<file path="src/verilog/rdtp_pkg.sv">
// constants and types for the resource data tag parser
package rdtp_pkg;
    typedef enum logic [2:0] {
        RDTP_IDLE   = 3'h0,
        RDTP_TAG    = 3'h1,
        RDTP_LEN_LO = 3'h2,
        RDTP_LEN_HI = 3'h3,
        RDTP_DATA   = 3'h4,
        RDTP_CKS    = 3'h5,
        RDTP_CHECK  = 3'h6,
        RDTP_DONE   = 3'h7
    } rdtp_state_t;

    // tag bytes and item names
    localparam logic [7:0] TAG_FIXED_IO = 8'h4b;
    localparam logic [7:0] TAG_MEM24 = 8'h81;
    localparam logic [7:0] TAG_ANSI = 8'h82;
    localparam logic [7:0] TAG_UNICODE = 8'h83;
    localparam logic [7:0] TAG_LVENDOR = 8'h84;
    localparam logic [7:0] TAG_MEM32 = 8'h85;
    localparam logic [7:0] TAG_FMEM32 = 8'h86;
    localparam logic [3:0] SNAME_VENDOR = 4'he;
    localparam logic [3:0] SNAME_END = 4'hf;
    localparam logic [6:0] LNAME_FIRST_RSVD = 7'h07;
    localparam int TAG_LARGE_BIT = 7;
    localparam logic [15:0] LEN_MEM24 = 16'h0009;
    localparam logic [15:0] LEN_MEM32 = 16'h0011;

    // information byte fields
    localparam int INFO_ROM = 6;
    localparam int INFO_SHADOW = 5;
    localparam int INFO_WHI = 4;
    localparam int INFO_WLO = 3;
    localparam int INFO_HIGH = 2;
    localparam int INFO_CACHE = 1;
    localparam int INFO_WRITE = 0;
    localparam logic [1:0] WIDTH_TOP = 2'h3;
    localparam logic [16:0] ALIGN_64K = 17'h1_0000;

    // data byte positions inside items
    localparam logic [15:0] B_FIRST = 16'h0000;
    localparam logic [15:0] B_SECOND = 16'h0001;
    localparam logic [15:0] B_THIRD = 16'h0002;
    localparam logic [15:0] B_MAX_LO = 16'h0003;
    localparam logic [15:0] B_MAX_HI = 16'h0004;
    localparam logic [15:0] B_ALN_LO = 16'h0005;
    localparam logic [15:0] B_ALN_HI = 16'h0006;
    localparam logic [15:0] B_RLEN_LO = 16'h0007;
    localparam logic [15:0] B_RLEN_HI = 16'h0008;

    // register byte offsets
    localparam logic [11:0] OFS_CTRL = 12'h000;
    localparam logic [11:0] OFS_STATUS = 12'h004;
    localparam logic [11:0] OFS_IO = 12'h008;
    localparam logic [11:0] OFS_MINFO = 12'h00c;
    localparam logic [11:0] OFS_MMIN = 12'h010;
    localparam logic [11:0] OFS_MMAX = 12'h014;
    localparam logic [11:0] OFS_ALIGN = 12'h018;
    localparam logic [11:0] OFS_MLEN = 12'h01c;
    localparam logic [11:0] OFS_ITEM = 12'h020;
    localparam logic [11:0] OFS_CTRY = 12'h024;
    localparam int CTRL_ENABLE = 0;
    localparam int CTRL_RESTART = 1;
endpackage

</file>
<file path="src/verilog/rdtp_if.sv">
// decoded fields and control between parser core and registers
`timescale 1ns/1ns
`default_nettype none
interface rdtp_if;
    logic enable;
    logic restart;
    logic [31:0] status;
    logic [31:0] io;
    logic [31:0] minfo;
    logic [31:0] mmin;
    logic [31:0] mmax;
    logic [31:0] align;
    logic [31:0] mlen;
    logic [31:0] item;
    logic [31:0] ctry;
    modport core(output status, io, minfo, mmin, mmax, align, mlen, item,
        ctry, input enable, restart);
    modport regs(input status, io, minfo, mmin, mmax, align, mlen, item,
        ctry, output enable, restart);
endinterface
`default_nettype wire

</file>
<file path="src/verilog/rdtp_csum.sv">
// modulo-256 running sum of accepted resource bytes
`timescale 1ns/1ns
`default_nettype none
module rdtp_csum (
    input wire logic pclk,
    input wire logic presetn,
    input wire logic clear,
    input wire logic add,
    input wire logic [7:0] data,
    output logic [7:0] sum
);
    always_ff @(posedge pclk or negedge presetn) begin
        if (!presetn) begin
            sum <= 8'h00;
        end else if (clear) begin
            sum <= 8'h00;
        end else if (add) begin
            sum <= 8'(sum + data);
        end
    end
endmodule
`default_nettype wire

</file>
<file path="src/verilog/rdtp_apb.sv">
// apb slave holding control and presenting decoded fields
`timescale 1ns/1ns
`default_nettype none
module rdtp_apb (
    input wire logic pclk,
    input wire logic presetn,
    input wire logic psel,
    input wire logic penable,
    input wire logic pwrite,
    input wire logic [11:0] paddr,
    input wire logic [31:0] pwdata,
    output logic [31:0] prdata,
    output logic pready,
    output logic pslverr,
    rdtp_if.regs bus
);
    logic [31:0] rd_word;
    logic hit;
    logic take;

    assign take = psel && penable && pready;

    always_comb begin
        hit = 1'b1;
        rd_word = 32'h0000_0000;
        if (paddr == rdtp_pkg::OFS_CTRL) begin
            rd_word[rdtp_pkg::CTRL_ENABLE] = bus.enable;
        end else if (paddr == rdtp_pkg::OFS_STATUS) begin
            rd_word = bus.status;
        end else if (paddr == rdtp_pkg::OFS_IO) begin
            rd_word = bus.io;
        end else if (paddr == rdtp_pkg::OFS_MINFO) begin
            rd_word = bus.minfo;
        end else if (paddr == rdtp_pkg::OFS_MMIN) begin
            rd_word = bus.mmin;
        end else if (paddr == rdtp_pkg::OFS_MMAX) begin
            rd_word = bus.mmax;
        end else if (paddr == rdtp_pkg::OFS_ALIGN) begin
            rd_word = bus.align;
        end else if (paddr == rdtp_pkg::OFS_MLEN) begin
            rd_word = bus.mlen;
        end else if (paddr == rdtp_pkg::OFS_ITEM) begin
            rd_word = bus.item;
        end else if (paddr == rdtp_pkg::OFS_CTRY) begin
            rd_word = bus.ctry;
        end else begin
            hit = 1'b0;
        end
    end

    // one wait state: answer on the second access cycle
    always_ff @(posedge pclk or negedge presetn) begin
        if (!presetn) begin
            pready <= 1'b0;
            prdata <= 32'h0000_0000;
            pslverr <= 1'b0;
        end else begin
            pready <= psel && penable && !pready;
            // error flag stands only beside the one-cycle pready
            pslverr <= psel && penable && !pready && !hit;
            if (psel && penable && !pready) begin
                prdata <= pwrite ? 32'h0000_0000 : rd_word;
            end
        end
    end

    always_ff @(posedge pclk or negedge presetn) begin
        if (!presetn) begin
            bus.enable <= 1'b0;
            bus.restart <= 1'b0;
        end else begin
            bus.restart <= take && pwrite && paddr == rdtp_pkg::OFS_CTRL
                && pwdata[rdtp_pkg::CTRL_RESTART];
            if (take && pwrite && paddr == rdtp_pkg::OFS_CTRL) begin
                bus.enable <= pwdata[rdtp_pkg::CTRL_ENABLE];
            end
        end
    end
endmodule
`default_nettype wire

</file>
<file path="src/verilog/rdtp_top.sv">
// resource data tag parser: byte stream decoder with apb registers
//
// Added by the designer: the APB register port and the register offsets.
`timescale 1ns/1ns
`default_nettype none
module rdtp_top (
    input wire logic pclk,
    input wire logic presetn,
    input wire logic psel,
    input wire logic penable,
    input wire logic pwrite,
    input wire logic [11:0] paddr,
    input wire logic [31:0] pwdata,
    output logic [31:0] prdata,
    output logic pready,
    output logic pslverr,
    input wire logic src_valid,
    input wire logic [7:0] src_data,
    output logic src_ready,
    output logic out_valid,
    output logic [7:0] out_data,
    output logic [7:0] out_tag
);
    rdtp_if regs_if ();

    rdtp_pkg::rdtp_state_t state;
    rdtp_pkg::rdtp_state_t next_state;
    logic accept;
    logic [7:0] tag;
    logic [7:0] len_lo;
    logic [15:0] item_len;
    logic [15:0] remaining;
    logic [15:0] idx;
    logic [9:0] io_base;
    logic [7:0] io_count;
    logic [7:0] m_info;
    logic m_is32;
    logic [31:0] m_min;
    logic [23:0] m_max;
    logic [15:0] m_align;
    logic [15:0] m_len;
    logic [15:0] country;
    logic [7:0] cks;
    logic [7:0] sum;
    logic done;
    logic csum_ok;
    logic csum_err;
    logic len_err;
    logic rsvd_name;
    logic [16:0] align_eff;
    logic width_rsvd;
    logic width32;
    logic mem_fixed;

    function automatic logic takes_byte(input rdtp_pkg::rdtp_state_t s);
        return s == rdtp_pkg::RDTP_TAG || s == rdtp_pkg::RDTP_LEN_LO
            || s == rdtp_pkg::RDTP_LEN_HI || s == rdtp_pkg::RDTP_DATA
            || s == rdtp_pkg::RDTP_CKS;
    endfunction

    function automatic logic is_large(input logic [7:0] t);
        return t[rdtp_pkg::TAG_LARGE_BIT];
    endfunction

    assign accept = src_valid && src_ready && takes_byte(state);

    rdtp_csum u_csum (
        .pclk(pclk),
        .presetn(presetn),
        .clear(regs_if.restart),
        .add(accept),
        .data(src_data),
        .sum(sum)
    );

    rdtp_apb u_apb (
        .pclk(pclk),
        .presetn(presetn),
        .psel(psel),
        .penable(penable),
        .pwrite(pwrite),
        .paddr(paddr),
        .pwdata(pwdata),
        .prdata(prdata),
        .pready(pready),
        .pslverr(pslverr),
        .bus(regs_if)
    );

    always_comb begin
        next_state = state;
        case (state)
            rdtp_pkg::RDTP_IDLE: begin
                if (regs_if.enable) begin
                    next_state = rdtp_pkg::RDTP_TAG;
                end
            end
            rdtp_pkg::RDTP_TAG: begin
                if (accept) begin
                    // large tag goes to its length bytes
                    if (is_large(src_data)) begin
                        next_state = rdtp_pkg::RDTP_LEN_LO;
                    end else if (src_data[6:3] == rdtp_pkg::SNAME_END) begin
                        next_state = rdtp_pkg::RDTP_CKS;
                    // small item length from low bits
                    end else if (src_data[2:0] != 3'h0) begin
                        next_state = rdtp_pkg::RDTP_DATA;
                    end
                end
            end
            rdtp_pkg::RDTP_LEN_LO: begin
                if (accept) begin
                    next_state = rdtp_pkg::RDTP_LEN_HI;
                end
            end
            rdtp_pkg::RDTP_LEN_HI: begin
                // zero-length large item goes straight to next tag
                if (accept) begin
                    next_state = ({src_data, len_lo} == 16'h0000)
                        ? rdtp_pkg::RDTP_TAG : rdtp_pkg::RDTP_DATA;
                end
            end
            rdtp_pkg::RDTP_DATA: begin
                // after the last data byte expect a tag
                if (accept && remaining == 16'h0001) begin
                    next_state = rdtp_pkg::RDTP_TAG;
                end
            end
            rdtp_pkg::RDTP_CKS: begin
                if (accept) begin
                    next_state = rdtp_pkg::RDTP_CHECK;
                end
            end
            rdtp_pkg::RDTP_CHECK: begin
                next_state = rdtp_pkg::RDTP_DONE;
            end
            default: begin
                next_state = rdtp_pkg::RDTP_DONE;
            end
        endcase
        if (regs_if.restart) begin
            next_state = rdtp_pkg::RDTP_IDLE;
        end
    end

    always_ff @(posedge pclk or negedge presetn) begin
        if (!presetn) begin
            state <= rdtp_pkg::RDTP_IDLE;
            src_ready <= 1'b0;
        end else begin
            state <= next_state;
            src_ready <= regs_if.enable && takes_byte(next_state);
        end
    end

    // tag and length capture
    always_ff @(posedge pclk or negedge presetn) begin
        if (!presetn) begin
            tag <= 8'h00;
            len_lo <= 8'h00;
            item_len <= 16'h0000;
            remaining <= 16'h0000;
            idx <= 16'h0000;
            len_err <= 1'b0;
            rsvd_name <= 1'b0;
        end else if (regs_if.restart) begin
            tag <= 8'h00;
            len_lo <= 8'h00;
            item_len <= 16'h0000;
            remaining <= 16'h0000;
            idx <= 16'h0000;
            len_err <= 1'b0;
            rsvd_name <= 1'b0;
        end else if (accept) begin
            case (state)
                rdtp_pkg::RDTP_TAG: begin
                    tag <= src_data;
                    idx <= 16'h0000;
                    item_len <= 16'(src_data[2:0]);
                    remaining <= 16'(src_data[2:0]);
                    // names from 7h upward are reserved
                    if (is_large(src_data)
                        && src_data[6:0] >= rdtp_pkg::LNAME_FIRST_RSVD) begin
                        rsvd_name <= 1'b1;
                    end
                end
                rdtp_pkg::RDTP_LEN_LO: begin
                    len_lo <= src_data;
                end
                rdtp_pkg::RDTP_LEN_HI: begin
                    item_len <= {src_data, len_lo};
                    remaining <= {src_data, len_lo};
                    // memory range must carry nine bytes
                    if (tag == rdtp_pkg::TAG_MEM24
                        && {src_data, len_lo} != rdtp_pkg::LEN_MEM24) begin
                        len_err <= 1'b1;
                    end
                    // 32-bit memory range must carry seventeen
                    if (tag == rdtp_pkg::TAG_MEM32
                        && {src_data, len_lo} != rdtp_pkg::LEN_MEM32) begin
                        len_err <= 1'b1;
                    end
                end
                rdtp_pkg::RDTP_DATA: begin
                    remaining <= 16'(remaining - 16'h0001);
                    idx <= 16'(idx + 16'h0001);
                end
                default: begin
                end
            endcase
        end
    end

    // field capture from item data bytes
    always_ff @(posedge pclk or negedge presetn) begin
        if (!presetn) begin
            io_base <= 10'h000;
            io_count <= 8'h00;
            m_info <= 8'h00;
            m_is32 <= 1'b0;
            m_min <= 32'h0000_0000;
            m_max <= 24'h00_0000;
            m_align <= 16'h0000;
            m_len <= 16'h0000;
            country <= 16'h0000;
        end else if (accept && state == rdtp_pkg::RDTP_DATA) begin
            case (tag)
                rdtp_pkg::TAG_FIXED_IO: begin
                    // base low, base bits 9:8, then count
                    if (idx == rdtp_pkg::B_FIRST) begin
                        io_base[7:0] <= src_data;
                    end else if (idx == rdtp_pkg::B_SECOND) begin
                        io_base[9:8] <= src_data[1:0];
                    end else if (idx == rdtp_pkg::B_THIRD) begin
                        io_count <= src_data;
                    end
                end
                rdtp_pkg::TAG_MEM24: begin
                    // address bytes shifted up; bits 7:0 stay zero
                    if (idx == rdtp_pkg::B_FIRST) begin
                        m_info <= src_data;
                        m_is32 <= 1'b0;
                        m_min <= 32'h0000_0000;
                        m_max <= 24'h00_0000;
                    end else if (idx == rdtp_pkg::B_SECOND) begin
                        m_min[15:8] <= src_data;
                    end else if (idx == rdtp_pkg::B_THIRD) begin
                        m_min[23:16] <= src_data;
                    end else if (idx == rdtp_pkg::B_MAX_LO) begin
                        m_max[15:8] <= src_data;
                    end else if (idx == rdtp_pkg::B_MAX_HI) begin
                        m_max[23:16] <= src_data;
                    end else if (idx == rdtp_pkg::B_ALN_LO) begin
                        m_align[7:0] <= src_data;
                    end else if (idx == rdtp_pkg::B_ALN_HI) begin
                        m_align[15:8] <= src_data;
                    end else if (idx == rdtp_pkg::B_RLEN_LO) begin
                        m_len[7:0] <= src_data;
                    end else if (idx == rdtp_pkg::B_RLEN_HI) begin
                        m_len[15:8] <= src_data;
                    end
                end
                rdtp_pkg::TAG_MEM32, rdtp_pkg::TAG_FMEM32: begin
                    // four base bytes, least significant first
                    if (idx == rdtp_pkg::B_FIRST) begin
                        m_info <= src_data;
                        m_is32 <= 1'b1;
                        m_min <= 32'h0000_0000;
                    end else if (idx <= rdtp_pkg::B_MAX_HI) begin
                        m_min[8 * (idx[2:0] - 3'h1) +: 8] <= src_data;
                    end
                end
                rdtp_pkg::TAG_UNICODE: begin
                    if (idx == rdtp_pkg::B_FIRST) begin
                        country[7:0] <= src_data;
                    end else if (idx == rdtp_pkg::B_SECOND) begin
                        country[15:8] <= src_data;
                    end
                end
                default: begin
                end
            endcase
        end
    end

    // pass-through of string and vendor bytes
    always_ff @(posedge pclk or negedge presetn) begin
        if (!presetn) begin
            out_valid <= 1'b0;
            out_data <= 8'h00;
            out_tag <= 8'h00;
        end else begin
            out_valid <= 1'b0;
            if (accept && state == rdtp_pkg::RDTP_DATA) begin
                out_data <= src_data;
                out_tag <= tag;
                if (!is_large(tag) && tag[6:3] == rdtp_pkg::SNAME_VENDOR) begin
                    out_valid <= 1'b1;
                end
                // ANSI bytes as sized, no terminator looked for
                if (tag == rdtp_pkg::TAG_ANSI
                    || tag == rdtp_pkg::TAG_LVENDOR) begin
                    out_valid <= 1'b1;
                end
                // unicode characters after the country id
                if (tag == rdtp_pkg::TAG_UNICODE
                    && idx > rdtp_pkg::B_SECOND) begin
                    out_valid <= 1'b1;
                end
            end
        end
    end

    // checksum capture and verdict
    always_ff @(posedge pclk or negedge presetn) begin
        if (!presetn) begin
            cks <= 8'h00;
            done <= 1'b0;
            csum_ok <= 1'b0;
            csum_err <= 1'b0;
        end else if (regs_if.restart) begin
            cks <= 8'h00;
            done <= 1'b0;
            csum_ok <= 1'b0;
            csum_err <= 1'b0;
        end else if (accept && state == rdtp_pkg::RDTP_CKS) begin
            // byte after end tag is the checksum
            cks <= src_data;
        end else if (state == rdtp_pkg::RDTP_CHECK) begin
            done <= 1'b1;
            // total including checksum must be zero, or the checksum byte itself zero
            csum_ok <= sum == 8'h00 || cks == 8'h00;
            csum_err <= !(sum == 8'h00 || cks == 8'h00);
        end
    end

    assign align_eff = (m_align == 16'h0000) ? rdtp_pkg::ALIGN_64K
        : 17'(m_align);
    // width code 11 is reserved on 24-bit items
    assign width_rsvd = !m_is32 && m_info[rdtp_pkg::INFO_WHI:rdtp_pkg::INFO_WLO]
        == rdtp_pkg::WIDTH_TOP;
    // width code 11 is 32-bit only on 32-bit items
    assign width32 = m_is32 && m_info[rdtp_pkg::INFO_WHI:rdtp_pkg::INFO_WLO]
        == rdtp_pkg::WIDTH_TOP;
    // equal bounds mark a fixed address on 24-bit items
    assign mem_fixed = !m_is32 && m_min[23:0] == m_max;

    assign regs_if.status = {8'h00, cks, tag, state, done,
        rsvd_name, len_err, csum_err, csum_ok};
    assign regs_if.io = {8'h00, io_count, 6'h00, io_base};
    assign regs_if.minfo = {21'h00_0000, mem_fixed, width32, width_rsvd,
        m_is32, m_info[rdtp_pkg::INFO_ROM], m_info[rdtp_pkg::INFO_SHADOW],
        m_info[rdtp_pkg::INFO_WHI:rdtp_pkg::INFO_WLO],
        m_info[rdtp_pkg::INFO_HIGH], m_info[rdtp_pkg::INFO_CACHE],
        m_info[rdtp_pkg::INFO_WRITE]};
    assign regs_if.mmin = m_min;
    assign regs_if.mmax = {8'h00, m_max};
    assign regs_if.align = {15'h0000, align_eff};
    // length in bytes is blocks times 256
    assign regs_if.mlen = {8'h00, m_len, 8'h00};
    assign regs_if.item = {item_len, 8'h00, tag};
    assign regs_if.ctry = {16'h0000, country};
endmodule
`default_nettype wire

</file>
<file path="config.mk">
export PLATFORM = sky130hd
export DESIGN_NAME = rdtp_top
export DESIGN_NICKNAME = d
export VERILOG_FILES = /design/src/verilog/rdtp_pkg.sv /design/src/verilog/rdtp_if.sv /design/src/verilog/rdtp_csum.sv /design/src/verilog/rdtp_apb.sv /design/src/verilog/rdtp_top.sv
export SDC_FILE = /design/constraint.sdc
export NUM_CORES = 1
export LEC_CHECK = 0
export ABC_AREA = 1
export ABC_CLOCK_PERIOD_IN_PS = 7800
export BUFFER_PORTS_ARGS = -buffer_cell sky130_fd_sc_hd__buf_2
export CORE_ASPECT_RATIO = 1.4
export CORE_MARGIN = 8
export CORE_UTILIZATION = 39
export DETAILED_ROUTE_END_ITERATION = 8
export GPL_TIMING_DRIVEN = 0
export PLACE_DENSITY = 0.64
export SYNTH_ARGS = -nofsm -noshare
export SYNTH_HDL_FRONTEND = slang
export SYNTH_SLANG_ARGS = --single-unit
export TNS_END_PERCENT = 20
</file>
<file path="constraint.sdc">
create_clock -name pclk -period 7.8 [get_ports pclk]
set_clock_uncertainty 0.2 [all_clocks]
set_input_delay 1.56 -clock pclk [delete_from_list [all_inputs] [get_ports pclk]]
set_output_delay 1.56 -clock pclk [all_outputs]
set_load 0.005 [all_outputs]
</file>
## After elaboration in Yosys (flattened, before gate mapping)

Cells that the tools add are included.

| word-level totals | value |
|---|---|
| memories kept | 0 |
| bits in registers | 264 |
| memory bits (read-only) | 0 |
| output and inout bits | 52 |
| input port bits | 58 |
| word-level logic and storage cells | 286 |
| bits in writable memories | 0 |
| bits in latches | 0 |

| cells by class | value |
|---|---|
| eq/ne operators | 52 |
| bitwise gates (word level) | 8 |
| $mul | 0 |
| $add $sub $neg | 5 |
| shift-type cells | 2 |
| reductions and logical operators | 84 |
| div/mod/pow operators | 0 |
| multiplexer cells | 94 |
| $lt $le $gt $ge | 3 |

Operators by type and width:

| operator | count |
|---|---|
| 32-bit two-way mux | 11 |
| 16-bit two-way mux | 11 |
| 8-bit two-way mux | 17 |
| 16-bit by 3-bit == test with 1-bit output, second input constant | 4 |
| 16-bit case mux with 2 select lines | 2 |
| 32-bit case mux with 2 select lines | 1 |
| 12-bit by 5-bit == test with 1-bit output, second input constant | 4 |
| 8-bit == test, second input constant | 6 |
| 16-bit logical NOT | 3 |
| 16-bit case mux with 3 select lines | 1 |
| 1-bit two-way mux | 35 |
| 32-bit negation with 34-bit output | 1 |
| 8-bit by 34-bit variable shift with 32-bit output, first input constant | 1 |
| 8-bit by 34-bit variable part select with 32-bit output | 1 |
| 3-bit two-way mux | 11 |
| 32-bit bitwise mux | 1 |
| 16-bit by 1-bit == test with 1-bit output, second input constant | 2 |
| 16-bit by 2-bit == test with 1-bit output, second input constant | 2 |
| 31-bit two-way mux | 1 |
| 12-bit by 4-bit == test with 1-bit output, second input constant | 2 |
| 12-bit by 6-bit == test with 1-bit output, second input constant | 2 |
| 24-bit == test | 1 |
| 1-bit logical AND | 21 |
| 4-bit AND reduction | 5 |
| other kinds (43) | 102 |

## Depth between registers and ports, before layout

| depth | value |
|---|---|
| depth after elaboration | 16 |
| depth in mapped cells | 21 |
| mapped depth without buffers | 18 |

## Modules after synthesis

Synthesis repeated with hierarchy kept, for this count alone.

| second synthesis, totals | value |
|---|---|
| cells, all modules | 2,429 |
| area total of the unflattened synthesis | 16,559.6 um^2 |

By module, submodules not included:

| module | instances | area each (um^2) | cells an instance |
|---|---|---|---|
| rdtp_top | 1 | 11,408.4 | 1,446 |
| rdtp_apb | 1 | 4,529.3 | 903 |
| rdtp_csum | 1 | 621.8 | 80 |

## Least setup slack after synthesis

Ideal clock, no wire load.

| timing | value |
|---|---|
| path type | reg-to-reg |
| from | reg idx[0] |
| to | reg m_min[11] |
| path slack | 4.385 ns |
| required time | 7.526 ns |
| data arrival time | 3.141 ns |
| cell stages (with the launch flop) | 21 |
| buffers on the path | 3 |
| path through | dfrtp_1 -> clkbuf_1 -> inv_1 -> clkbuf_1 -> ha_1 -> inv_1 -> nand2_1 -> nand3_1 -> nor2_1 -> inv_1 -> ha_1 -> nor3b_1 -> nand2_1 -> nand2_1 -> nand3_1 -> o21ai_1 -> inv_2 -> nor2_4 -> buf_6 -> nand2_1 -> o21ai_2 |

| on the way | value |
|---|---|
| cells in the longest elaborated chain, start to end | 7 |

Ends and longest elaborated chain:

| element | line | source |
|---|---|---|
| start, declared | rdtp_top.sv:33 | `logic [15:0] idx;` |
| start signal, assigned | rdtp_top.sv:206 | `idx <= 16'(idx + 16'h0001);` |
| 3-bit by 1-bit subtractor with 4-bit output | rdtp_top.sv:270 | `m_min[8 * (idx[2:0] - 3'h1) +: 8] <= src_data;` |
| 32-bit negation with 34-bit output | rdtp_top.sv:270 |  |
| 8-bit by 34-bit variable part select with 32-bit output or 8-bit by 34-bit variable shift with 32-bit output (tied branches) | rdtp_top.sv:270 |  |
| 32-bit bitwise mux | rdtp_top.sv:270 |  |
| 32-bit two-way mux | rdtp_top.sv:269 | `end else if (idx <= rdtp_pkg::B_MAX_HI) begin` |
| 32-bit two-way mux | rdtp_top.sv:265 | `if (idx == rdtp_pkg::B_FIRST) begin` |
| 32-bit case mux with 2 select lines | rdtp_top.sv:227 | `case (tag)` |
| end signal, assigned | rdtp_top.sv:246 | `m_min[15:8] <= src_data;` |
| end signal, assigned by index | rdtp_top.sv:270 |  |
| end, declared | rdtp_top.sv:38 | `logic [31:0] m_min;` |

Several ways; a longest one is shown, not always the timed one. The select of a mux whose other input is x is not followed.
A chain may end at the register's enable or synchronous reset.

## Worst setup path after layout

| timing | value |
|---|---|
| from | reg idx[0] |
| to | reg m_min[27] |

Same word-level chain as after synthesis.

==> results.json <==
{
  "cts_resized": 0,
  "grt_pass1_wl_um": 82200,
  "dr_total_vias": 14166,
  "critical_path_buf_inv_count": 6,
  "dieWidth_um": 180,
  "num_rows": 84,
  "cts_tree": "yes",
  "cts_max_path_buffers": 3,
  "firstDrtPassIters": 7,
  "synthTopCellsByArea": "dfrtp_1 (45%), nand2_1 (16%), o21ai_0 (4.9%)",
  "syn_to_final_growth_pct": 14.0,
  "gp_congestion": 0.965,
  "cap_violations": 0,
  "synth_ff_type": "dfrtp_1",
  "post_cts_buffers": 0,
  "postRouteAntennaNets": 0,
  "drt-vias-per-instance": 5.45,
  "initial_core_util": 0.395,
  "synth_top_area_cell": "dfrtp_1",
  "finalHoldViolCount": 0,
  "dpl.hpwl_um": 41100,
  "hold_path.class": "register to register",
  "critical-path-slowest-cell": "dfrtp_1",
  "path_common_cell": "nand2_1",
  "coreArea_um2": 37400,
  "tightest_slew_ps": 1200,
  "grt_pass1_vias": 14234,
  "clk_pin_slew_ps": 70,
  "numCtsBuffers": 28,
  "crit_type": "register to register",
  "drv_slew": 0,
  "setup_violations": 0,
  "grt_max_degree": 117,
  "relSlewSlack": 0.191,
  "p_per_area_nw_per_um2": 280,
  "grt-ovfl-total": 0,
  "synth_edf_count": 0,
  "die_area_um2": 44400,
  "p_total_mw": 4.71,
  "critPathTopFamily": "buffers and inverters",
  "outcome": "complete, no violations",
  "drc": 0,
  "yosysSeqAreaShare": 0.447,
  "gr-usage-all-layers": 0.238,
  "hold_start": "u_apb.prdata[29]",
  "p_leak_nw": 8.38,
  "async_flop_share": 1.00,
  "syn_area_um2": 14800,
  "yosys_warnings": 0,
  "cp-start-kind": "register",
  "syn_nets": 2074,
  "peakVddDrop_mv": 0.173,
  "rsz0062_at_grt": "no",
  "r2r-start": "idx[0]",
  "wl_um": 53300,
  "cp_max_fo": 11,
  "synth_area_per_cell_um2": 7.40,
  "final_nets": 2183,
  "cts_hold_buffers": 0,
  "yosysUniqueCellTypes": 53,
  "critPathArrivalTime_ps": 4450,
  "max_freq_mhz": 239,
  "cts-root-buf": "clkbuf_16",
  "ys_ff_latch": 264,
  "preCtsSetupSlack_ps": 3580,
  "synth_most_common_cell": "nand2_1",
  "die_h_um": 246,
  "pin_count": 110,
  "setup_tns_ps": 0,
  "layout_min_cycle_time_ps": 4190,
  "finalCritPeriodShare": 0.537,
  "cts_sinks": 264,
  "path_cells": "clkbuf_1 -> inv_1 -> clkbuf_1 -> ha_1 -> inv_1 -> nand2_1 -> nand2_1 -> nor2_1 -> ha_1 -> inv_1 -> clkbuf_1 -> nand3_1 -> nor3_4 -> o21ai_1 -> nand2_1 -> nand2_1",
  "io_buffers": 77,
  "crit_start": "idx[0]",
  "synth_top_area_frac": 0.447,
  "htreeDepth": 1,
  "drtIter0Drc": 1336,
  "final.setup.worst_slack_ps": 3610,
  "synthCells": 1996,
  "required_ps": 8060,
  "holdWs_ps": 272,
  "n_antenna_cell": 0,
  "insertion_delay_ps": 580,
  "synthTopCellsByCount": "nand2_1 (631), dfrtp_1 (264), inv_1 (177)",
  "slowest_delay_ps": 410,
  "end_kind": "register",
  "routedWlPerCell_um": 20.5,
  "antenna_found_initial": 0,
  "layout-drive-gt1-share": 0.114
}
-- layout make-up --
cell class | instances | area, um2
Clock buffer | 34 | 733
Buffer | 65 | 314
Multi-Input combinational cell | 1468 | 7090
Sequential cell | 264 | 6610
Fill cell | 3848 | 20600
Timing Repair Buffer | 79 | 450
Tap cell | 473 | 592
Inverter | 199 | 751
Clock inverter | 17 | 285
-- cells in the final DEF (no fill, tap or decap), types with 11 or more instances in the layout --
| cell type | instances |
|---|---|
| nand2_1 | 631 |
| dfrtp_1 | 264 |
| inv_1 | 177 |
| nor2_1 | 172 |
| o21ai_0 | 146 |
| nand3_1 | 122 |
| buf_2 | 96 |
| a21oi_1 | 77 |
| nand4_1 | 57 |
| o21ai_1 | 45 |
| clkbuf_1 | 40 |
| nor3_1 | 30 |
| clkbuf_16 | 28 |
| ha_1 | 19 |
| o22ai_1 | 18 |
| inv_2 | 17 |
| nand2_2 | 16 |
| nand3_2 | 12 |
| o21ai_2 | 11 |
| o31ai_1 | 11 |
| nand3b_1 | 11 |
-- where the power goes --
group | switching, mW | internal (mW) | leakage [nW]
clock network | 0.592 | 0.904 | 0.496
registers | 0.184 | 1.60 | 3.48
logic | 1.01 | 0.426 | 4.41
-- sequential cells by signal, summed over array words and instances (netlist names), 10 cells and up --
register,cells
idx,16
m_align,16
remaining,16
item_len,16
u_apb.prdata,32
m_min,32
m_max,16
io_base,10
country,16
m_len,16
-- cell families (layout without fill, tap and decap cells) --
group / Yosys count / count (layout) / share of synthesized area
fa+ha+maj: 20 / 20 / 0.0175
buf+inv: 264 / 394 / 0.0721
flops: 264 / 264 / 0.447
simple gates: 1096 / 1096 / 0.326
xor+xnor: 14 / 14 / 0.00831
compound gates: 337 / 337 / 0.127
mux: 1 / 1 / 0.000763
-- metal layers --
metal | part of all wire | vias to the layer above | global-route usage
met5 | 0 | - | 0
met4 | 0.085 | 0 | 0.184
met3 | 0.047 | 172 | 0.0279
met2 | 0.49 | 472 | 0.416
met1 | 0.38 | 6737 | 0.262
li1 | - | 6785 | -
-- worst paths after layout --
check	to	slack, ps	cells past startpoint
worst max register to register	m_min[27]	3610	16
max in group asynchronous	idx[12]	5300	3
worst min-delay path	u_apb.prdata[29]	270	1
worst min register to register	u_apb.prdata[29]	270	1
min in group asynchronous	u_apb.prdata[4]	660	1
worst max-delay path	m_min[27]	3610	16
-- through the flow --
step,instance area (um2),util,std cells
floorplan,14800,-,1996
global placement,15700,0.421,2546
detailed placement,15800,0.422,2548
CTS,16800,0.450,2599
global route,16800,0.450,2599
finish,16800,0.450,2599
Note: power is estimated with default switching activity, not from simulation.
